<file path="src/rtl/cmp_ctrl_pkg.sv">
/*
 register map, field positions, reset values and carriers for the comparator control block.
 assumes an axi4-lite master with 32-bit data and one clock.
*/
package cmp_ctrl_pkg;
    // ==========================================================
    // register byte offsets
    localparam logic [7:0] CTRL_A_OFS  = 8'h00;   // comparator_control_a, unit 0
    localparam logic [7:0] CTRL_B_OFS  = 8'h04;   // comparator_control_b, unit 0
    localparam logic [7:0] UNIT_STRIDE = 8'h08;   // unit 1 at +8
    localparam logic [7:0] RESULT_OFS  = 8'h10;   // mirror of both results
    localparam logic [7:0] IRQ_FLG_OFS = 8'h14;   // irq_flag_register, write 1 clears
    localparam logic [7:0] IRQ_ENA_OFS = 8'h18;   // irq_enable_register
    localparam logic [7:0] PORT_OFS    = 8'h1C;   // port readback
    localparam logic [7:0] ANALOG_PIN_SELECT_OFS   = 8'h20;   // analog_pin_select
    // ==========================================================
    // control a fields
    localparam int A_ENABLE = 7;
    localparam int A_RESULT = 6;
    localparam int A_OE     = 5;
    localparam int A_INVERT = 4;
    localparam int A_SPEED  = 2;
    localparam int A_HYST   = 1;
    localparam int A_SYNC   = 0;
    // control b fields
    localparam int B_RISE   = 7;
    localparam int B_FALL   = 6;
    localparam int B_PSEL   = 4;
    localparam int B_NSEL   = 0;
    localparam logic SPEED_RST = 1'b1;
    localparam int   PIN_W     = 8;
    // ==========================================================
    // input selects
    localparam logic [1:0] PSEL_PIN = 2'h0;
    localparam logic [1:0] PSEL_DAC = 2'h1;
    localparam logic [1:0] PSEL_FVR = 2'h2;
    localparam logic [1:0] PSEL_GND = 2'h3;
    localparam logic [2:0] NSEL_IN1 = 3'h1;
    localparam logic [2:0] NSEL_IN2 = 3'h2;
    localparam logic [2:0] NSEL_IN3 = 3'h3;
    localparam logic [2:0] NSEL_FVR = 3'h4;
    localparam logic [1:0] RESP_OKAY   = 2'h0;
    localparam logic [1:0] RESP_SLVERR = 2'h2;

    typedef struct packed {
        logic       enable;
        logic       oe;
        logic       invert;
        logic       speed;
        logic       hyst;
        logic       sync;
        logic       rise_en;
        logic       fall_en;
        logic [1:0] psel;
        logic [2:0] nsel;
    } unit_cfg_t;

    // analog-side control per comparator
    typedef struct packed {
        logic       enable;
        logic       speed;
        logic       hyst;
        logic [3:0] pos_mux;   // one-hot, zero = disconnected
        logic [3:0] neg_mux;   // one-hot in1,in2,in3,fvr
    } analog_ctl_t;
endpackage : cmp_ctrl_pkg

</file>
<file path="src/rtl/cmp_ctrl.sv">
/*
 control logic for two analog comparators: configuration, result conditioning,
 timer sync, edge interrupt flags, pin and pwm routing, behind an axi4-lite slave.
 assumes the raw comparator decisions and timer clock arrive asynchronously.
*/
// What this block does
// RQ1: speed_power_select resets to one; zero selects low power, slower mode.
// RQ2: hysteresis_enable adds input hysteresis; clearing it removes it.
// RQ3: each result is offered to the gate_timer as a gate source.
// RQ4: with sync_to_timer, timer and pin result latch on timer clock fall.
// RQ5: with prescaler in use, the capture uses the prescaler output clock.
// RQ6: gate_timer counts on rising clock edge, opposite to result capture.
// RQ7: software should enable sync when a comparator gates the timer.
// RQ8: rise and fall detectors per unit set the flag when enabled.
// RQ9: only software clears the flag; an edge during clear wins.
// RQ10: software sets enables, polarity, speed and irq enables for interrupts.
// RQ11: toggling enable, or invert while enabled, still produces result edges; an invert toggle while disabled leaves result at zero.
// RQ12: two-bit positive select routes pin, dac, fixed_reference or ground.
// RQ13: with comparator disabled every input multiplexer path is open.
// RQ14: three-bit negative select routes one defined source to inverting input.
// RQ15: consumers treat result as indeterminate after input or reference change.
// RQ16: each result routes to its pin and to the pwm shutdown input.
// RQ17: software confirms result after initialisation before relying on it.
// RQ18: port reads return zero for pins set as analog inputs.
// RQ19: result high when positive exceeds negative; invert flips it.
// RQ20: positive encodings 00 pin, 01 dac, 10 fixed_reference, 11 ground.
// RQ21: negative 001-011 pins, 100 fixed_reference; others reserved.
// RQ22: result forced to zero while comparator disabled.
`timescale 1ns/1ps
module cmp_ctrl (
    // clock and reset
    input  wire logic                         CLK_SYS_IN,
    input  wire logic                         RESETN_IN,
    // axi4-lite write
    input  wire logic [7:0]                   AWADDR_IN,
    input  wire logic                         AWVALID_IN,
    output logic                              AWREADY_OUT,
    input  wire logic [31:0]                  WDATA_IN,
    input  wire logic [3:0]                   WSTRB_IN,
    input  wire logic                         WVALID_IN,
    output logic                              WREADY_OUT,
    output logic [1:0]                        BRESP_OUT,
    output logic                              BVALID_OUT,
    input  wire logic                         BREADY_IN,
    // axi4-lite read
    input  wire logic [7:0]                   ARADDR_IN,
    input  wire logic                         ARVALID_IN,
    output logic                              ARREADY_OUT,
    output logic [31:0]                       RDATA_OUT,
    output logic [1:0]                        RRESP_OUT,
    output logic                              RVALID_OUT,
    input  wire logic                         RREADY_IN,
    // analog side: raw decisions (positive above negative) and controls
    input  wire logic [1:0]                   RAW_DECISION_IN,
    output cmp_ctrl_pkg::analog_ctl_t [1:0]   ANALOG_CTL_OUT,
    // gate timer clock, after its prescaler when one is used
    input  wire logic                         TIMER_CLK_IN,
    // pins
    input  wire logic [cmp_ctrl_pkg::PIN_W-1:0] PIN_LEVEL_IN,
    input  wire logic [1:0]                   PIN_DIR_INPUT_IN,
    output logic [1:0]                        RESULT_PIN_OUT,
    output logic [1:0]                        RESULT_PIN_OE_OUT,
    // results to timer, pwm shutdown and interrupt controller
    output logic [1:0]                        TIMER_GATE_OUT,
    output logic [1:0]                        PWM_SHUTDOWN_OUT,
    output logic [1:0]                        IRQ_REQ_OUT
);
    // ==========================================================
    // state
    typedef struct packed {
        cmp_ctrl_pkg::unit_cfg_t [1:0]   cfg;
        logic [1:0]                      irq_flag;
        logic [1:0]                      irq_ena;
        logic [cmp_ctrl_pkg::PIN_W-1:0]  analog_pin_select;
        logic [1:0]                      raw_s1;
        logic [1:0]                      raw_s2;
        logic [1:0]                      tclk_s1;
        logic [1:0]                      tclk_s2;
        logic [1:0]                      tclk_s3;
        logic [1:0]                      result;
        logic [1:0]                      result_d;
        logic [1:0]                      synced;
        logic [cmp_ctrl_pkg::PIN_W-1:0]  pin_s1;
        logic [cmp_ctrl_pkg::PIN_W-1:0]  pin_s2;
        logic [7:0]                      aw_addr;
        logic                            aw_held;
        logic [31:0]                     w_data;
        logic                            w_held;
        logic                            bvalid;
        logic [1:0]                      bresp;
        logic                            rvalid;
        logic [1:0]                      rresp;
        logic [31:0]                     rdata;
        cmp_ctrl_pkg::analog_ctl_t [1:0] actl;
        logic [1:0]                      pin_out;
        logic [1:0]                      pin_oe;
        logic [1:0]                      gate;
        logic [1:0]                      irq_req;
    } state_t;

    state_t state_ff;
    state_t nxt_state;

    function automatic logic [31:0] read_reg(input state_t s, input logic [7:0] a,
                                             output logic hit);
        logic [31:0] v;
        v   = 32'h0;
        hit = 1'b1;
        if (a == cmp_ctrl_pkg::CTRL_A_OFS || a == cmp_ctrl_pkg::CTRL_A_OFS +
            cmp_ctrl_pkg::UNIT_STRIDE) begin
            v = ctrl_a_word(s.cfg[a[3]], s.result[a[3]]);
        end else if (a == cmp_ctrl_pkg::CTRL_B_OFS || a == cmp_ctrl_pkg::CTRL_B_OFS +
                     cmp_ctrl_pkg::UNIT_STRIDE) begin
            v[cmp_ctrl_pkg::B_RISE]                       = s.cfg[a[3]].rise_en;
            v[cmp_ctrl_pkg::B_FALL]                       = s.cfg[a[3]].fall_en;
            v[cmp_ctrl_pkg::B_PSEL +: 2]                  = s.cfg[a[3]].psel;
            v[cmp_ctrl_pkg::B_NSEL +: 3]                  = s.cfg[a[3]].nsel;
        end else if (a == cmp_ctrl_pkg::RESULT_OFS) begin
            v[1:0] = s.result;
        end else if (a == cmp_ctrl_pkg::IRQ_FLG_OFS) begin
            v[1:0] = s.irq_flag;
        end else if (a == cmp_ctrl_pkg::IRQ_ENA_OFS) begin
            v[1:0] = s.irq_ena;
        end else if (a == cmp_ctrl_pkg::PORT_OFS) begin
            v[cmp_ctrl_pkg::PIN_W-1:0] = s.pin_s2 & ~s.analog_pin_select;   // [RQ18]
        end else if (a == cmp_ctrl_pkg::ANALOG_PIN_SELECT_OFS) begin
            v[cmp_ctrl_pkg::PIN_W-1:0] = s.analog_pin_select;
        end else begin
            hit = 1'b0;
        end
        return v;
    endfunction

    function automatic logic [31:0] ctrl_a_word(input cmp_ctrl_pkg::unit_cfg_t c,
                                                input logic r);
        logic [31:0] v;
        v                          = 32'h0;
        v[cmp_ctrl_pkg::A_ENABLE]  = c.enable;
        v[cmp_ctrl_pkg::A_RESULT]  = r;
        v[cmp_ctrl_pkg::A_OE]      = c.oe;
        v[cmp_ctrl_pkg::A_INVERT]  = c.invert;
        v[cmp_ctrl_pkg::A_SPEED]   = c.speed;
        v[cmp_ctrl_pkg::A_HYST]    = c.hyst;
        v[cmp_ctrl_pkg::A_SYNC]    = c.sync;
        return v;
    endfunction

    // ==========================================================
    // next state
    always_comb begin
        logic       do_wr;
        logic       hit;
        logic [7:0] wa;
        logic [1:0] clr;
        logic [1:0] edge_hit;
        logic [1:0] tfall;
        nxt_state = state_ff;
        do_wr     = 1'b0;
        hit       = 1'b0;
        wa        = 8'h0;
        clr       = 2'h0;
        edge_hit  = 2'h0;
        tfall     = 2'h0;

        nxt_state.raw_s1  = RAW_DECISION_IN;
        nxt_state.raw_s2  = state_ff.raw_s1;
        nxt_state.tclk_s1 = {2{TIMER_CLK_IN}};
        nxt_state.tclk_s2 = state_ff.tclk_s1;
        nxt_state.tclk_s3 = state_ff.tclk_s2;
        nxt_state.pin_s1  = PIN_LEVEL_IN;
        nxt_state.pin_s2  = state_ff.pin_s1;

        // axi write: address and data may come in either order
        if (AWVALID_IN && !state_ff.aw_held) begin
            nxt_state.aw_held = 1'b1;
            nxt_state.aw_addr = AWADDR_IN;
        end
        if (WVALID_IN && !state_ff.w_held) begin
            nxt_state.w_held = 1'b1;
            nxt_state.w_data = WDATA_IN;
        end
        if (state_ff.aw_held && state_ff.w_held && !state_ff.bvalid) begin
            do_wr             = 1'b1;
            wa                = state_ff.aw_addr;
            nxt_state.aw_held = 1'b0;
            nxt_state.w_held  = 1'b0;
            nxt_state.bvalid  = 1'b1;
            void'(read_reg(state_ff, wa, hit));
            nxt_state.bresp   = hit ? cmp_ctrl_pkg::RESP_OKAY : cmp_ctrl_pkg::RESP_SLVERR;
        end
        if (state_ff.bvalid && BREADY_IN) begin
            nxt_state.bvalid = 1'b0;
        end
        // byte lane 0 carries every field; other lanes hold nothing
        if (do_wr && hit) begin
            for (int u = 0; u < 2; u++) begin
                if (wa == 8'(cmp_ctrl_pkg::CTRL_A_OFS + u * cmp_ctrl_pkg::UNIT_STRIDE)) begin
                    nxt_state.cfg[u].enable = state_ff.w_data[cmp_ctrl_pkg::A_ENABLE];
                    nxt_state.cfg[u].oe     = state_ff.w_data[cmp_ctrl_pkg::A_OE];
                    nxt_state.cfg[u].invert = state_ff.w_data[cmp_ctrl_pkg::A_INVERT];
                    nxt_state.cfg[u].speed  = state_ff.w_data[cmp_ctrl_pkg::A_SPEED];  // [RQ1]
                    nxt_state.cfg[u].hyst   = state_ff.w_data[cmp_ctrl_pkg::A_HYST];   // [RQ2]
                    nxt_state.cfg[u].sync   = state_ff.w_data[cmp_ctrl_pkg::A_SYNC];
                end
                if (wa == 8'(cmp_ctrl_pkg::CTRL_B_OFS + u * cmp_ctrl_pkg::UNIT_STRIDE)) begin
                    nxt_state.cfg[u].rise_en = state_ff.w_data[cmp_ctrl_pkg::B_RISE];
                    nxt_state.cfg[u].fall_en = state_ff.w_data[cmp_ctrl_pkg::B_FALL];
                    nxt_state.cfg[u].psel    = state_ff.w_data[cmp_ctrl_pkg::B_PSEL +: 2];
                    nxt_state.cfg[u].nsel    = state_ff.w_data[cmp_ctrl_pkg::B_NSEL +: 3];
                end
            end
            if (wa == cmp_ctrl_pkg::IRQ_FLG_OFS) begin
                clr = state_ff.w_data[1:0];
            end
            if (wa == cmp_ctrl_pkg::IRQ_ENA_OFS) begin
                nxt_state.irq_ena = state_ff.w_data[1:0];
            end
            if (wa == cmp_ctrl_pkg::ANALOG_PIN_SELECT_OFS) begin
                nxt_state.analog_pin_select = state_ff.w_data[cmp_ctrl_pkg::PIN_W-1:0];
            end
        end

        // axi read
        if (ARVALID_IN && !state_ff.rvalid) begin
            nxt_state.rvalid = 1'b1;
            nxt_state.rdata  = read_reg(state_ff, ARADDR_IN, hit);
            nxt_state.rresp  = hit ? cmp_ctrl_pkg::RESP_OKAY : cmp_ctrl_pkg::RESP_SLVERR;
        end else if (state_ff.rvalid && RREADY_IN) begin
            nxt_state.rvalid = 1'b0;
        end

        for (int u = 0; u < 2; u++) begin
            // disabled forces zero, so an enable toggle, or an invert toggle while enabled, still yields an edge
            nxt_state.result[u] = state_ff.cfg[u].enable &
                                  (state_ff.raw_s2[u] ^ state_ff.cfg[u].invert); // [RQ19] [RQ22] [RQ11]
            nxt_state.result_d[u] = state_ff.result[u];
            edge_hit[u] = (state_ff.cfg[u].rise_en & state_ff.result[u] & ~state_ff.result_d[u]) |
                          (state_ff.cfg[u].fall_en & ~state_ff.result[u] & state_ff.result_d[u]); // [RQ8]
            // set wins over a clearing write in the same cycle
            nxt_state.irq_flag[u] = edge_hit[u] | (state_ff.irq_flag[u] & ~clr[u]); // [RQ9]
            // timer clock falling edge, which may be the prescaled clock;
            // taken past the second stage so the first stage feeds nothing else
            tfall[u] = state_ff.tclk_s3[u] & ~state_ff.tclk_s2[u];                 // [RQ5]
            if (!state_ff.cfg[u].sync) begin
                nxt_state.synced[u] = state_ff.result[u];
            end else if (tfall[u]) begin
                nxt_state.synced[u] = state_ff.result[u];                          // [RQ4] [RQ6]
            end
            nxt_state.gate[u]    = state_ff.synced[u];                             // [RQ3]
            nxt_state.pin_out[u] = state_ff.synced[u];                             // [RQ16]
            nxt_state.pin_oe[u]  = state_ff.cfg[u].oe & ~PIN_DIR_INPUT_IN[u];
            nxt_state.irq_req[u] = state_ff.irq_flag[u] & state_ff.irq_ena[u];
            nxt_state.actl[u].enable = state_ff.cfg[u].enable;
            nxt_state.actl[u].speed  = state_ff.cfg[u].speed;
            nxt_state.actl[u].hyst   = state_ff.cfg[u].hyst;
            nxt_state.actl[u].pos_mux = 4'h0;
            nxt_state.actl[u].neg_mux = 4'h0;
            if (state_ff.cfg[u].enable) begin                                      // [RQ13]
                nxt_state.actl[u].pos_mux[state_ff.cfg[u].psel] = 1'b1;            // [RQ12] [RQ20]
                unique case (state_ff.cfg[u].nsel)                                 // [RQ14] [RQ21]
                    cmp_ctrl_pkg::NSEL_IN1: nxt_state.actl[u].neg_mux = 4'h1;
                    cmp_ctrl_pkg::NSEL_IN2: nxt_state.actl[u].neg_mux = 4'h2;
                    cmp_ctrl_pkg::NSEL_IN3: nxt_state.actl[u].neg_mux = 4'h4;
                    cmp_ctrl_pkg::NSEL_FVR: nxt_state.actl[u].neg_mux = 4'h8;
                    default:                nxt_state.actl[u].neg_mux = 4'h0;
                endcase
            end
        end
    end

    always_ff @(posedge CLK_SYS_IN or negedge RESETN_IN) begin
        if (!RESETN_IN) begin
            state_ff             <= '0;
            state_ff.cfg[0].speed <= cmp_ctrl_pkg::SPEED_RST;                     // [RQ1]
            state_ff.cfg[1].speed <= cmp_ctrl_pkg::SPEED_RST;
        end else begin
            state_ff <= nxt_state;
        end
    end

    // ==========================================================
    // outputs
    assign AWREADY_OUT       = ~state_ff.aw_held;
    assign WREADY_OUT        = ~state_ff.w_held;
    assign BVALID_OUT        = state_ff.bvalid;
    assign BRESP_OUT         = state_ff.bresp;
    assign ARREADY_OUT       = ~state_ff.rvalid;
    assign RVALID_OUT        = state_ff.rvalid;
    assign RDATA_OUT         = state_ff.rdata;
    assign RRESP_OUT         = state_ff.rresp;
    assign ANALOG_CTL_OUT    = state_ff.actl;
    assign RESULT_PIN_OUT    = state_ff.pin_out;
    assign RESULT_PIN_OE_OUT = state_ff.pin_oe;
    assign TIMER_GATE_OUT    = state_ff.gate;
    assign PWM_SHUTDOWN_OUT  = state_ff.result_d;                                 // [RQ16]
    assign IRQ_REQ_OUT       = state_ff.irq_req;

    // ==========================================================
    // checks
    property p_flag_set;
        @(posedge CLK_SYS_IN) disable iff (!RESETN_IN)
        (state_ff.cfg[0].rise_en && state_ff.result[0] && !state_ff.result_d[0])
            |=> state_ff.irq_flag[0];
    endproperty
    a_flag_set: assert property (p_flag_set) else $error("rise edge did not set flag"); // [RQ8]

    wire do_clear_any = state_ff.aw_held && state_ff.w_held && !state_ff.bvalid &&
                        state_ff.aw_addr == cmp_ctrl_pkg::IRQ_FLG_OFS;
    property p_flag_hold;
        @(posedge CLK_SYS_IN) disable iff (!RESETN_IN)
        (state_ff.irq_flag[0] && !(do_clear_any)) |=> state_ff.irq_flag[0];
    endproperty
    a_flag_hold: assert property (p_flag_hold) else $error("flag cleared by hardware"); // [RQ9]

    property p_off_zero;
        @(posedge CLK_SYS_IN) disable iff (!RESETN_IN)
        !state_ff.cfg[0].enable ##1 !state_ff.cfg[0].enable |-> !state_ff.result[0];
    endproperty
    a_off_zero: assert property (p_off_zero) else $error("disabled result not zero"); // [RQ22]

    property p_mux_open;
        @(posedge CLK_SYS_IN) disable iff (!RESETN_IN)
        !state_ff.cfg[1].enable |=> (state_ff.actl[1].pos_mux == 4'h0 &&
                                     state_ff.actl[1].neg_mux == 4'h0);
    endproperty
    a_mux_open: assert property (p_mux_open) else $error("mux path left open"); // [RQ13]

    property p_sync_hold;
        @(posedge CLK_SYS_IN) disable iff (!RESETN_IN)
        (state_ff.cfg[0].sync && $past(state_ff.cfg[0].sync) &&
         !(state_ff.tclk_s3[0] && !state_ff.tclk_s2[0])) |=> $stable(state_ff.synced[0]);
    endproperty
    a_sync_hold: assert property (p_sync_hold) else $error("synced result moved off edge"); // [RQ4]

    property p_polarity;
        @(posedge CLK_SYS_IN) disable iff (!RESETN_IN)
        state_ff.cfg[0].enable |=> state_ff.result[0] ==
                                   ($past(state_ff.raw_s2[0]) ^ $past(state_ff.cfg[0].invert));
    endproperty
    a_polarity: assert property (p_polarity) else $error("result polarity wrong"); // [RQ19]

    property p_speed_reset;
        @(posedge CLK_SYS_IN) $rose(RESETN_IN) |-> state_ff.cfg[1].speed;
    endproperty
    a_speed_reset: assert property (p_speed_reset) else $error("speed bit not one at reset"); // [RQ1]

    property p_gate_follow;
        @(posedge CLK_SYS_IN) disable iff (!RESETN_IN)
        !$past(state_ff.cfg[1].sync) |=> TIMER_GATE_OUT[1] == $past(state_ff.result[1], 2) &&
                                         RESULT_PIN_OUT[1] == $past(state_ff.result[1], 2);
    endproperty
    a_gate_follow: assert property (p_gate_follow) else $error("gate or pin not from result"); // [RQ3]
endmodule // cmp_ctrl

</file>
<file path="config.mk">
export PLATFORM = sky130hd
export DESIGN_NAME = cmp_ctrl
export DESIGN_NICKNAME = d
export VERILOG_FILES = /design/src/rtl/cmp_ctrl_pkg.sv /design/src/rtl/cmp_ctrl.sv
export SDC_FILE = /design/constraint.sdc
export NUM_CORES = 1
export LEC_CHECK = 0
export ABC_AREA = 1
export BUFFER_PORTS_ARGS = -buffer_cell sky130_fd_sc_hd__buf_2
export CAP_MARGIN = 5
export CORE_ASPECT_RATIO = 1.2
export CORE_MARGIN = 2
export CORE_UTILIZATION = 40
export CTS_CLUSTER_DIAMETER = 120
export DETAILED_ROUTE_END_ITERATION = 10
export PLACE_DENSITY = 0.68
export SETUP_SLACK_MARGIN = 0.05
export SYNTH_ARGS = -nofsm -noshare
export SYNTH_HDL_FRONTEND = slang
export SYNTH_SLANG_ARGS = --single-unit
</file>
<file path="constraint.sdc">
create_clock -name CLK_SYS_IN -period 4.4 [get_ports CLK_SYS_IN]
set_clock_uncertainty 0.2 [all_clocks]
set_input_delay 0 -clock CLK_SYS_IN [delete_from_list [all_inputs] [get_ports CLK_SYS_IN]]
set_output_delay 0 -clock CLK_SYS_IN [all_outputs]
set_load 0.01 [all_outputs]
</file>
### After elaboration in Yosys (flattened, before gate mapping)

Index checks and enable logic that the tools add are counted.

* flip-flop bits (word level): 127
* bits of input ports: 72
* output and inout bits: 73
* logic and storage cells: 221

* magnitude comparators: 5
* eq/ne operators: 32
* muxes and demuxes: 58
* bitwise operators: 39
* reductions and logical operators: 31

Operators by type and width (count)
* equality test 8 x 5 -> 1 bit, second input constant: 10
* equality test 8 x 4 -> 1 bit, second input constant: 6
* two-way mux 8 bit: 6
* two-way mux 1 bit: 33
* case mux 4 bit (4 select lines): 2
* two-way mux 13 bit: 2
* equality test 8 x 3 -> 1 bit, second input constant: 3
* equality test 8 x 6 -> 1 bit, second input constant: 3
* logical NOT 8 bit: 3
* AND 1 bit: 18
* two-way mux 6 bit: 3
* two-way mux 2 bit: 7
* NOT 1 bit: 13
* equality test 3 x 2 -> 1 bit, second input constant: 4
* AND reduction 2 bit: 6
* logical AND 1 bit: 10
* AND 8 bit: 1
* two-way mux 4 bit: 2
* NOT 8 bit: 1
* nonzero test 2 bit: 4
* equality test 3 x 1 -> 1 bit, second input constant: 2
* equality test 3 bit, second input constant: 2
* < comparator 2 x 3 -> 1 bit, second input constant: 2
* demux 1 bit (select 2 bit): 2
* 8 further kinds: 20

### Longest topological paths before layout

Gate-level depths: netlist of the first run.

* word-level depth: 15
* gate-level depth with buffers: 10
* mapped depth without buffers: 10

### Worst setup path after synthesis of the first run

Ideal clock, no wire load.

* path type: reg-to-reg
* start point: register state_ff, in the netlist BVALID_OUT
* end point: register state_ff[171] (netlist bit)
* library setup time: 0.123 ns
* arrival time: 1.276 ns
* data required time: 4.077 ns
* setup slack: 2.800 ns
* stages on the path, launching flop included: 8
* path buffers: 1
* clock period less this slack: 1.600 ns
* cell sequence: dfrtp_1 -> inv_1 -> nand3_2 -> nor4_1 -> nand2_1 -> buf_6 -> nand2_1 -> o21ai_2

* longest elaborated chain between the ends: 5
* elaborated cells between the ends (all ways): 8
* those cells by class: eq/ne: 1; mux: 3; reduce/logical: 4

Ends and longest elaborated chain
* start: declaration: RTL line cmp_ctrl.sv:101 `state_t state_ff;`
* start signal: assignment: RTL line cmp_ctrl.sv:277 `state_ff <= nxt_state;`
* logical NOT 1 bit (*)
* logical AND 1 bit (*)
* two-way mux 8 bit / two-way mux 1 bit (equally long branches): RTL line cmp_ctrl.sv:182 `if (state_ff.aw_held && state_ff.w_held && !state_ff.bvalid) begin`
* equality test 8 x 4 -> 1 bit / logical AND 1 bit (equally long branches): RTL line cmp_ctrl.sv:205, cmp_ctrl.sv:195
* AND reduction 2 bit (no line) (*)

Mark *: on every way between the ends. The rest lies on a longest branch, timed or not.
A chain may end at the register's enable or synchronous reset.

### Final worst setup path of the first run

* start point: input ARADDR_IN[3]
* end point: register state_ff, in the netlist RDATA_OUT[0]

* longest elaborated chain between the ends: 8
* elaborated cells between the ends (all ways): 20
* those cells by class: eq/ne: 8; mux: 9; reduce/logical: 3

Ends and longest elaborated chain
* start: declaration: RTL line cmp_ctrl.sv:46 `input wire logic [7:0] ARADDR_IN,`
* equality test 8 x 6 -> 1 bit: RTL line cmp_ctrl.sv:126 `end else if (a == cmp_ctrl_pkg::ANALOG_PIN_SELECT_OFS) begin`
* two-way mux 8 bit: RTL line cmp_ctrl.sv:126
* two-way mux 8 bit: RTL line cmp_ctrl.sv:124 `end else if (a == cmp_ctrl_pkg::PORT_OFS) begin`
* two-way mux 2 bit: RTL line cmp_ctrl.sv:122 `end else if (a == cmp_ctrl_pkg::IRQ_ENA_OFS) begin`
* two-way mux 2 bit: RTL line cmp_ctrl.sv:120 `end else if (a == cmp_ctrl_pkg::IRQ_FLG_OFS) begin`
* two-way mux 2 bit: RTL line cmp_ctrl.sv:118 `end else if (a == cmp_ctrl_pkg::RESULT_OFS) begin`
* two-way mux 3 bit: RTL line cmp_ctrl.sv:112 `end else if (a == cmp_ctrl_pkg::CTRL_B_OFS || a == cmp_ctrl_pkg::CTRL_B_OFS +`
* two-way mux 8 bit (*): RTL line cmp_ctrl.sv:109 `if (a == cmp_ctrl_pkg::CTRL_A_OFS || a == cmp_ctrl_pkg::CTRL_A_OFS +`

Mark *: on every way between the ends. The rest lies on a longest branch, timed or not. The select of a mux whose other input is x is not followed.

==> results of run 1 <==
[worst reg2reg max path: cells and delay by family, from the launching register on]
kind / cells / cell delay [ns]
buffers and inverters: 3 / 1.19
DFF: 1 / 0.39
AOI/OAI and AO/OA: 1 / 0.32
and+or+nand+nor: 4 / 0.31
[how the worst max path moves through the flow]
stage                         startpoint                         to  slack, ns  cells past startpoint
2_1_floorplan     BVALID_OUT$_DFFE_PN0P_  state_ff[171]$_DFFE_PN0P_       2.80                      7
6_report                    ARADDR_IN[3]   RDATA_OUT[0]$_DFFE_PN0P_       1.49                     13
5_1_grt                     ARADDR_IN[3]   RDATA_OUT[0]$_DFFE_PN0P_       1.28                     13
3_3_place_gp                ARADDR_IN[3]   RDATA_OUT[4]$_DFFE_PN0P_       2.42                      8
4_1_cts                     ARADDR_IN[3]   RDATA_OUT[0]$_DFFE_PN0P_       1.55                     13
3_5_place_dp   state_ff[107]$_DFFE_PN0P_  state_ff[154]$_DFFE_PN0P_       2.46                      4
[synth_stat cells, types with 2 or more instances]
| cell | instances | area share [%] |
|---|---|---|
| nor4_1 | 8 | 0.91 |
| nand2_1 | 108 | 7.4 |
| o21ai_2 | 25 | 4.0 |
| o21a_1 | 3 | 0.41 |
| buf_4 | 71 | 9.7 |
| mux2_2 | 4 | 0.82 |
| buf_2 | 2 | 0.18 |
| nand4_1 | 2 | 0.23 |
| o21ai_1 | 5 | 0.46 |
| dfstp_2 | 2 | 0.96 |
| nor2_1 | 39 | 2.7 |
| nand3_1 | 27 | 2.5 |
| buf_6 | 3 | 0.62 |
| nor2_2 | 4 | 0.46 |
| dfrtp_1 | 123 | 56 |
| nor3_1 | 11 | 1.0 |
| o21ai_0 | 35 | 3.2 |
| inv_1 | 56 | 3.8 |
| a21oi_1 | 18 | 1.6 |
| xnor2_1 | 2 | 0.32 |
| clkbuf_1 | 4 | 0.27 |
| nor3_2 | 2 | 0.37 |
[power groups by stage]
stage | Clock (mW) | Sequential, mW | Combinational (mW)
finish | 1.42 | 1.52 | 0.714
global route | 1.50 | 1.54 | 0.797
CTS | 1.45 | 1.51 | 0.716
detailed placement | 0 | 1.53 | 0.641
global placement | 0 | 1.52 | 0.624
floorplan | 0 | 1.48 | 0.504
[sequential cells by signal, indices dropped and copies added, names as in the netlist]
| signal | count |
|---|---|
| state_ff | 61 |
| ANALOG_CTL_OUT | 22 |
| nxt_state | 22 |
| RDATA_OUT | 8 |
| IRQ_REQ_OUT | 2 |
| PWM_SHUTDOWN_OUT | 2 |
| RESULT_PIN_OE_OUT | 2 |
| TIMER_GATE_OUT | 2 |
| BRESP_OUT | 1 |
| BVALID_OUT | 1 |
| RRESP_OUT | 1 |
| RVALID_OUT | 1 |
[cell families (layout without fill, tap and decap cells)]
kind of cell / after synthesis / in the layout
muxes: 4 / 4
AOI/OAI and AO/OA: 91 / 91
xor gates and xnor gates: 2 / 2
and+or+nand+nor: 207 / 207
buffers and inverters: 138 / 233
DFF: 125 / 125
other: 1 / 26
[layout make-up]
class                      count  area (um^2)  area share (%)
clock buffer                  24          502            7.37
clock inverter                 6          108            1.58
inverter                      58          218            3.20
multi-input combinational    330         1640            24.0
sequential                   125         3130            46.0
tap                          168          210            3.09
timing repair buffer         145         1000            14.7
[metal layers]
metal | vias to the layer above | global-route usage (%) | part of all wire [%]
li1 | 1955 | - | -
met4 | 0 | 8.75 | 2.9
met1 | 1856 | 20.3 | 43
met5 | - | 0 | 0
met3 | 23 | 4.46 | 4.3
met2 | 106 | 28.1 | 50
==> impl_metrics.py, run 1 <==
metrics = {
    "floorplanning": {
        "die_h_um": 132,
        "die_w_um": 111,
        "start_util_pct": 41.2,
        "ios": 145,
        "fp.coreArea_um2": 13300,
        "num_rows": 46,
        "die-area_um2": 14700,
    },
    "global_routing": {
        "gr-total-overflow": 0,
        "grt.total_usage_pct": 16.9,
        "grt_pass1_vias": 4083,
        "antenna_found_initial": 0,
        "grt_max_degree": 89,
        "grt_pass1_wl_um": 19600,
    },
    "synth": {
        "synthAdderAreaFrac_pct": 0,
        "synth_top_family_by_area": "simple AND/OR/NAND/NOR gates",
        "syn_inst": 568,
        "synth-seq-cells": 125,
        "synth_cell_types": 36,
        "synth-warning-count": 0,
        "synth_edf_count": 0,
        "ys.flop_type": "dfrtp_1",
        "synth_xor_area_share_pct": 0.319,
        "avgSynthCellArea_um2": 9.65,
        "synthArstFlopShare_pct": 100,
        "netlist_area_um2": 5480,
        "synth_compound_area_share_pct": 10.5,
        "muxShareOfSynthArea_pct": 0.822,
        "yosysSeqAreaShare_pct": 57.1,
        "synth_simple_gate_area_share_pct": 16.4,
    },
    "setup_path": {
        "r2r_setup_slack_ns": 1.93,
        "arrival_ns": 3.05,
        "worstSetupStartpointType": "input pin",
        "reg2reg_depth": 8,
        "crit_fanout": 20,
        "cp_cell_sequence": "dlygate4sd3_1 > buf_2 > inv_1 > nand2_1 > nor2_1 > nand3_1 > nand3_1 > nor2_1 > nand4_1 > dlygate4sd3_1 > nand2_1 > nand2_1 > dlygate4sd3_1",
        "r2r-start": "state_ff[167]$_DFFE_PN0P_",
        "reg2reg_to": "RDATA_OUT[0]$_DFFE_PN0P_",
        "cp-end-kind": "flip-flop",
        "worstSetupPathType": "input pin to flip-flop",
        "crit_buf_inv": 5,
        "cp_slowest_stage_delay_ns": 0.55,
        "critical_path_required_ns": 4.54,
        "cpMaxStageDelayCell": "dlygate4sd3_1",
        "crit_family": "buffers and inverters",
    },
    "final_layout": {
        "final_area_um2": 6810,
        "drive_above_1_share_pct": 23.5,
        "nNetsFinal": 749,
        "mostFrequentLayoutCells": "dfrtp_1 (123), nand2_1 (108), buf_2 (89)",
        "antenna_cells": 0,
        "final_core_util_pct": 51.2,
        "stdcell_count": 856,
        "synthToLayoutAreaGrowth_pct": 24.1,
        "fillers": 1186,
        "final_common_cell": "dfrtp_1",
    },
    "sta": {
        "drv_slew": 0,
        "fmax_mhz": 344,
        "rsz0062_at_grt": "no",
        "setup-violations-final": 0,
        "maxSlewHeadroom_pct": 27.8,
        "finalHoldViolCount": 0,
        "period_share_pct": 66.0,
        "max_slew.worst_pin.slew_ns": 1.08,
        "tns_ns": 0,
        "whs_ns": 0.0227,
        "min_period_ns": 2.91,
        "fin_ws_ns": 1.49,
    },
    "clocking": {
        "cts_buffer_depth": 2,
        "htreeDepth": 4,
        "hold_buffers": 54,
        "cts_setup_buffers": 0,
        "ctsResizeCount": 0,
        "clkTransAtPathRegs_ns": 0.05,
        "cts_tree": "yes",
        "clock-sinks": 125,
        "worstSkewPairLatency_ns": 0.41,
        "numCtsBuffers": 17,
        "cts-root-buf": "clkbuf_16",
    },
    "run": {
        "max_cap_viol_count": 0,
    },
    "drt": {
        "post_drt_wl_per_cell_um": 13.8,
        "drc_errors": 0,
        "postRouteAntennaNets": 0,
        "num_vias": 3940,
        "drt_first_pass_iters": 4,
        "wirelength_um": 11800,
        "drt_iter0_drc": 221,
        "routed_via_density": 4.60,
    },
    "power_and_ir_drop": {
        "p_leak_nw": 3.47,
        "comb_power_share_pct": 19.5,
        "p_total_mw": 3.65,
        "clockPowerShare_pct": 39.0,
        "power.density_nw_per_um2": 537,
        "p_seq_share_pct": 41.5,
        "p_sw_mw": 1.08,
        "intPower_mw": 2.58,
        "p_sw_share_pct": 29.5,
        "ir_worst_vdd_mv": 0.354,
    },
    "placement": {
        "port-buffer-count": 90,
        "globalplace.congestion": 0.887,
        "dp_slack_ns": 2.46,
        "dpl_cell_area_um2": 5660,
        "dp_hpwl_um": 8400,
        "dp.cells": 772,
    },
    "worst_hold_path": {
        "hold_end": "nxt_state[112]$_DFF_PN0_",
        "hold_path.startpoint": "PIN_LEVEL_IN[2]",
        "hold_depth": 2,
        "hold_class": "input pin to flip-flop",
    },
    "status": {
        "outcome": "finished, final reports clean",
    },
}
Note: power is estimated with default switching activity, not from simulation.
==> run 2, diff against run 1 <==
- PLACE_DENSITY: 0.68 -> 0.71
- clock period: 4.4 -> 2.4 ns (I/O delays scaled with it)
==> run 2 against run 1 <==
Critical path type unchanged. Register-to-register slack got worse by 1.5 ns. Setup slack got worse by 1.2 ns. Largest power group unchanged. Highest routed layer unchanged. Largest cell class unchanged. Via count grew 2.7%.
==> impl_metrics.py, run 2 (synthesis gave the netlist of run 1 again) <==
metrics = {
    "run": {
        "max_cap_viol_count": 0,
    },
    "power_and_ir_drop": {
        "comb_power_share_pct": 19.5,
        "p_sw_mw": 2.03,
        "p_total_mw": 6.58,
        "p_seq_share_pct": 42.2,
        "p_leak_nw": 3.48,
        "power.density_nw_per_um2": 965,
        "intPower_mw": 4.54,
        "ir_worst_vdd_mv": 0.579,
        "clockPowerShare_pct": 38.3,
        "p_sw_share_pct": 30.9,
    },
    "clocking": {
        "numCtsBuffers": 17,
        "clkTransAtPathRegs_ns": 0.05,
        "htreeDepth": 4,
        "cts-root-buf": "clkbuf_16",
        "hold_buffers": 51,
        "cts_buffer_depth": 2,
        "cts_setup_buffers": 0,
        "worstSkewPairLatency_ns": 0.42,
        "clock-sinks": 125,
        "cts_tree": "yes",
        "ctsResizeCount": 0,
    },
    "placement": {
        "globalplace.congestion": 0.892,
        "dp_hpwl_um": 8640,
        "dp_slack_ns": 0.488,
        "port-buffer-count": 90,
    },
    "drt": {
        "drc_errors": 0,
        "drt_first_pass_iters": 5,
        "routed_via_density": 4.71,
        "wirelength_um": 12500,
        "wl_met3_um": 665,
        "top_layer": "met4",
        "drt_iter0_drc": 226,
        "postRouteAntennaNets": 0,
        "wl_met2_um": 6510,
        "num_vias": 4048,
        "post_drt_wl_per_cell_um": 14.6,
        "met1Wirelength_um": 5140,
    },
    "final_layout": {
        "regMostFlops": "state_ff",
        "antenna_cells": 0,
        "nNetsFinal": 752,
        "final_common_cell": "dfrtp_1",
        "synthToLayoutAreaGrowth_pct": 24.2,
        "multi_input_area_um2": 1640,
        "largest_reg_flops": 61,
        "mostFrequentLayoutCells": "dfrtp_1 (123), nand2_1 (108), buf_2 (89)",
        "seq_area_um2": 3130,
        "drive_above_1_share_pct": 24.6,
        "fillers": 1192,
        "final_core_util_pct": 51.2,
    },
    "floorplanning": {
        "die-area_um2": 14700,
        "start_util_pct": 41.2,
        "die_h_um": 132,
        "fp.coreArea_um2": 13300,
        "num_rows": 46,
        "ios": 145,
        "die_w_um": 111,
    },
    "sta": {
        "setup-violations-final": 0,
        "period_share_pct": 89.8,
        "fmax_mhz": 464,
        "max_slew.worst_pin.slew_ns": 0.591,
        "tns_ns": 0,
        "rsz0062_at_grt": "no",
        "fin_ws_ns": 0.245,
        "drv_slew": 0,
        "finalHoldViolCount": 0,
        "min_period_ns": 2.16,
        "whs_ns": 0.0225,
        "maxSlewHeadroom_pct": 60.5,
    },
    "status": {
        "outcome": "finished, final reports clean",
    },
    "global_routing": {
        "grt_pass1_vias": 4081,
        "grt_max_degree": 43,
        "grt_pass1_wl_um": 20400,
        "gr-total-overflow": 0,
        "grt.total_usage_pct": 17.9,
        "antenna_found_initial": 0,
    },
    "setup_path": {
        "cp-end-kind": "flip-flop",
        "cp_cell_sequence": "dlygate4sd3_1 > buf_2 > nor3_2 > and2_1 > nand2_1 > nand4_1 > nand2_1 > nand2_1 > dlygate4sd3_1",
        "crit_family": "buffers and inverters",
        "worstSetupPathType": "input pin to flip-flop",
        "cpMostUsedCell": "nand2_1",
        "worstSetupStartpointType": "input pin",
        "critical_path_required_ns": 2.55,
        "cpMaxStageDelayCell": "dlygate4sd3_1",
        "cp_slowest_stage_delay_ns": 0.56,
        "crit_buf_inv": 3,
        "crit_fanout": 8,
        "arrival_ns": 2.30,
    },
    "worst_hold_path": {
        "hold_class": "input pin to flip-flop",
    },
}
## run 2: final timing paths
kind	startpoint	end	slack [ns]	cells past startpoint
worst min register to register	nxt_state[111]$_DFF_PN0_	state_ff[111]$_DFF_PN0_	0.14	0
worst max-delay path	ARADDR_IN[4]	RDATA_OUT[0]$_DFFE_PN0P_	0.24	9
max in group asynchronous	RESETN_IN	nxt_state[28]$_DFFE_PN1P_	1.17	4
worst min-delay path	PIN_LEVEL_IN[5]	nxt_state[115]$_DFF_PN0_	0.02	2
min in group asynchronous	RESETN_IN	state_ff[104]$_DFFE_PN0P_	0.52	4
worst max register to register	BVALID_OUT$_DFFE_PN0P_	state_ff[153]$_DFF_PN0_	0.42	6
## run 2: metal layers
| metal | GRT usage (%) | vias up |
|---|---|---|
| li1 | - | 1960 |
| met5 | 0 | - |
| met1 | 21.6 | 1925 |
| met3 | 3.77 | 15 |
| met4 | 8.47 | 0 |
| met2 | 30.6 | 148 |
## run 2: power by group through the flow
stage          clock, mW  combinational, mW  sequential, mW
6_report            2.52               1.28            2.78
3_5_place_dp           0               1.19            2.80
4_1_cts             2.56               1.27            2.77
2_1_floorplan          0              0.924            2.72
5_1_grt             2.66               1.44            2.82
3_3_place_gp           0               1.14            2.79
## run 2: layout make-up
cell class	instances	share of cell area, %
Clock buffer	18	6.30
Clock inverter	12	2.19
Multi-Input combinational cell	330	24.0
Sequential cell	125	46.0
Tap cell	168	3.09
Timing Repair Buffer	148	15.2
Inverter	58	3.20
## run 2: stage by stage
step,area (um^2),cells
finish,6810,859
CTS,6810,859
global route,6810,859
floorplan,5580,593
detailed placement,5710,778
global placement,5710,778
==> run 3, diff against run 2 <==
- CORE_ASPECT_RATIO: 1.2 -> 0.5
==> run 3 against run 2 <==
Via count fell by 0.30%. Design area increased by 1.7%. Register-to-register slack barely moved. Sequential share of layout area fell by 0.75 points. Clock-buffer cell count is 4 higher. Die area is 0.36% higher. Global-route usage about the same. First-iteration DRC count increased by 69%. Critical path depth grew 3. Largest power group is now the clock network.
==> impl_metrics.py, run 3 (synthesis gave the netlist of run 1 again) <==
metrics = {
    "global_routing": {
        "grt.total_usage_pct": 17.9,
        "grt_most_used_layer": "met2",
        "antenna_found_initial": 0,
        "grt_use_met3_pct": 5.16,
        "met1_usage_pct": 24.9,
        "gr-total-overflow": 0,
        "grt_pass1_wl_um": 19900,
        "grt_pass1_vias": 3863,
        "grt_max_degree": 49,
        "use_met2_pct": 27.0,
    },
    "drt": {
        "post_drt_wl_per_cell_um": 14.3,
        "routed_via_density": 4.66,
        "drc_errors": 0,
        "drt_first_pass_iters": 5,
        "drt_iter0_drc": 381,
        "num_vias": 4036,
        "postRouteAntennaNets": 0,
        "wirelength_um": 12400,
    },
    "final_layout": {
        "final_common_cell": "dfrtp_1",
        "regMostFlops": "state_ff",
        "mostFrequentLayoutCells": "dfrtp_1 (123), nand2_1 (106), buf_2 (89)",
        "drive_above_1_share_pct": 25.0,
        "largest_reg_flops": 61,
        "antenna_cells": 0,
        "synthToLayoutAreaGrowth_pct": 26.3,
        "nNetsFinal": 750,
        "final_area_um2": 6920,
        "stdcell_count": 867,
    },
    "sta": {
        "tns_ns": 0,
        "fmax_mhz": 466,
        "max_slew.worst_pin.slew_ns": 0.615,
        "drv_slew": 0,
        "min_period_ns": 2.15,
        "period_share_pct": 89.5,
        "setup-violations-final": 0,
        "maxSlewHeadroom_pct": 58.9,
        "finalHoldViolCount": 0,
        "rsz0062_at_grt": "no",
    },
    "floorplanning": {
        "die_h_um": 86.8,
        "die_w_um": 170,
        "fp.coreArea_um2": 13500,
        "num_rows": 30,
        "start_util_pct": 40.7,
        "ios": 145,
        "die-area_um2": 14700,
    },
    "clocking": {
        "clock-sinks": 125,
        "cts-root-buf": "clkbuf_16",
        "clkTransAtPathRegs_ns": 0.06,
        "htreeDepth": 4,
        "worstSkewPairLatency_ns": 0.42,
        "cts_tree": "yes",
        "cts_buffer_depth": 2,
        "numCtsBuffers": 17,
    },
    "setup_path": {
        "crit_fanout": 7,
        "crit_buf_inv": 6,
        "cp_slowest_stage_delay_ns": 0.59,
        "cp_cell_sequence": "dlygate4sd3_1 > buf_2 > inv_1 > nand2_1 > dlygate4sd3_1 > inv_1 > nand2_1 > inv_1 > nand2_2 > a211oi_1 > o21ai_1 > nand2_1",
        "worstSetupPathType": "input pin to flip-flop",
        "arrival_ns": 2.29,
        "crit_family": "buffers and inverters",
        "critical_path_required_ns": 2.55,
        "cp-end-kind": "flip-flop",
        "worstSetupStartpointType": "input pin",
        "cpMaxStageDelayCell": "dlygate4sd3_1",
    },
    "placement": {
        "dp.cells": 786,
        "dpl_cell_area_um2": 5740,
        "globalplace.congestion": 0.852,
        "dp_hpwl_um": 8450,
        "port-buffer-count": 90,
    },
    "power_and_ir_drop": {
        "power.density_nw_per_um2": 1010,
        "p_leak_nw": 3.52,
        "ir_worst_vdd_mv": 0.540,
    },
    "worst_hold_path": {
        "hold_class": "input pin to flip-flop",
    },
    "run": {
        "max_cap_viol_count": 0,
    },
    "status": {
        "outcome": "finished, final reports clean",
    },
}
run 3: worst min-delay path, cell delays in order:
cell and delay [ns]:
buf_2 0.07, inv_1 0.03, nand2_1 0.13, nor2_1 0.12
a31oi_1 0.17, o31ai_1 0.07
run 3: area by class of cell:
| type | instances | area (um^2) |
|---|---|---|
| sequential | 125 | 3130 |
| clock buffer | 22 | 474 |
| multi-input combinational | 330 | 1640 |
| timing repair buffer | 146 | 1030 |
| fill | 1176 | 6550 |
| clock inverter | 10 | 209 |
| inverter | 58 | 218 |
| tap | 176 | 220 |
run 3: worst paths after layout:
check / startpoint / end / slack, ns / cells past startpoint
min in group asynchronous: RESETN_IN / RDATA_OUT[4]$_DFFE_PN0P_ / 0.51 / 4
worst max-delay path: ARADDR_IN[1] / RDATA_OUT[7]$_DFFE_PN0P_ / 0.25 / 12
worst min register to register: nxt_state[113]$_DFF_PN0_ / state_ff[113]$_DFF_PN0_ / 0.14 / 0
worst max register to register: state_ff[107]$_DFFE_PN0P_ / state_ff[174]$_DFFE_PN0P_ / 0.42 / 4
worst min-delay path: ARADDR_IN[6] / RDATA_OUT[3]$_DFFE_PN0P_ / 0.02 / 6
max in group asynchronous: RESETN_IN / nxt_state[28]$_DFFE_PN1P_ / 1.18 / 4
run 3: metrics by stage:
| step | power, mW | utilization (%) | worst slack [ns] | hold slack (ns) |
|---|---|---|---|---|
| after detailed placement | 3.99 | 42.6 | 0.469 | -0.163 |
| after global routing | 7.35 | 51.4 | 0.128 | 0.0132 |
| after global placement | 3.94 | 42.6 | 0.527 | -0.173 |
| after CTS | 7.05 | 51.3 | 0.237 | 0.00000611 |
| final | 7.02 | 51.4 | 0.253 | 0.0200 |
| after floorplan | 3.64 | - | 0.800 | -0.496 |
run 3: power by group:
| group | internal, mW | switching [mW] |
|---|---|---|
| clock network | 2.03 | 0.921 |
| logic | 0.459 | 0.844 |
| registers | 2.48 | 0.282 |
run 3: layer usage:
layer | part of all wire [%] | up-vias
met3 | 6.4 | 15
met5 | 0 | -
met2 | 44 | 145
li1 | - | 1959
met4 | 1.7 | 0
met1 | 48 | 1917
run 3: repair_timing:
item	4_1_cts	5_1_grt
hold endpoints to repair	164	0
gates resized for setup	0	2
endpoints found under the setup margin	0	2
setup buffers	0	0
hold buffers	49	0
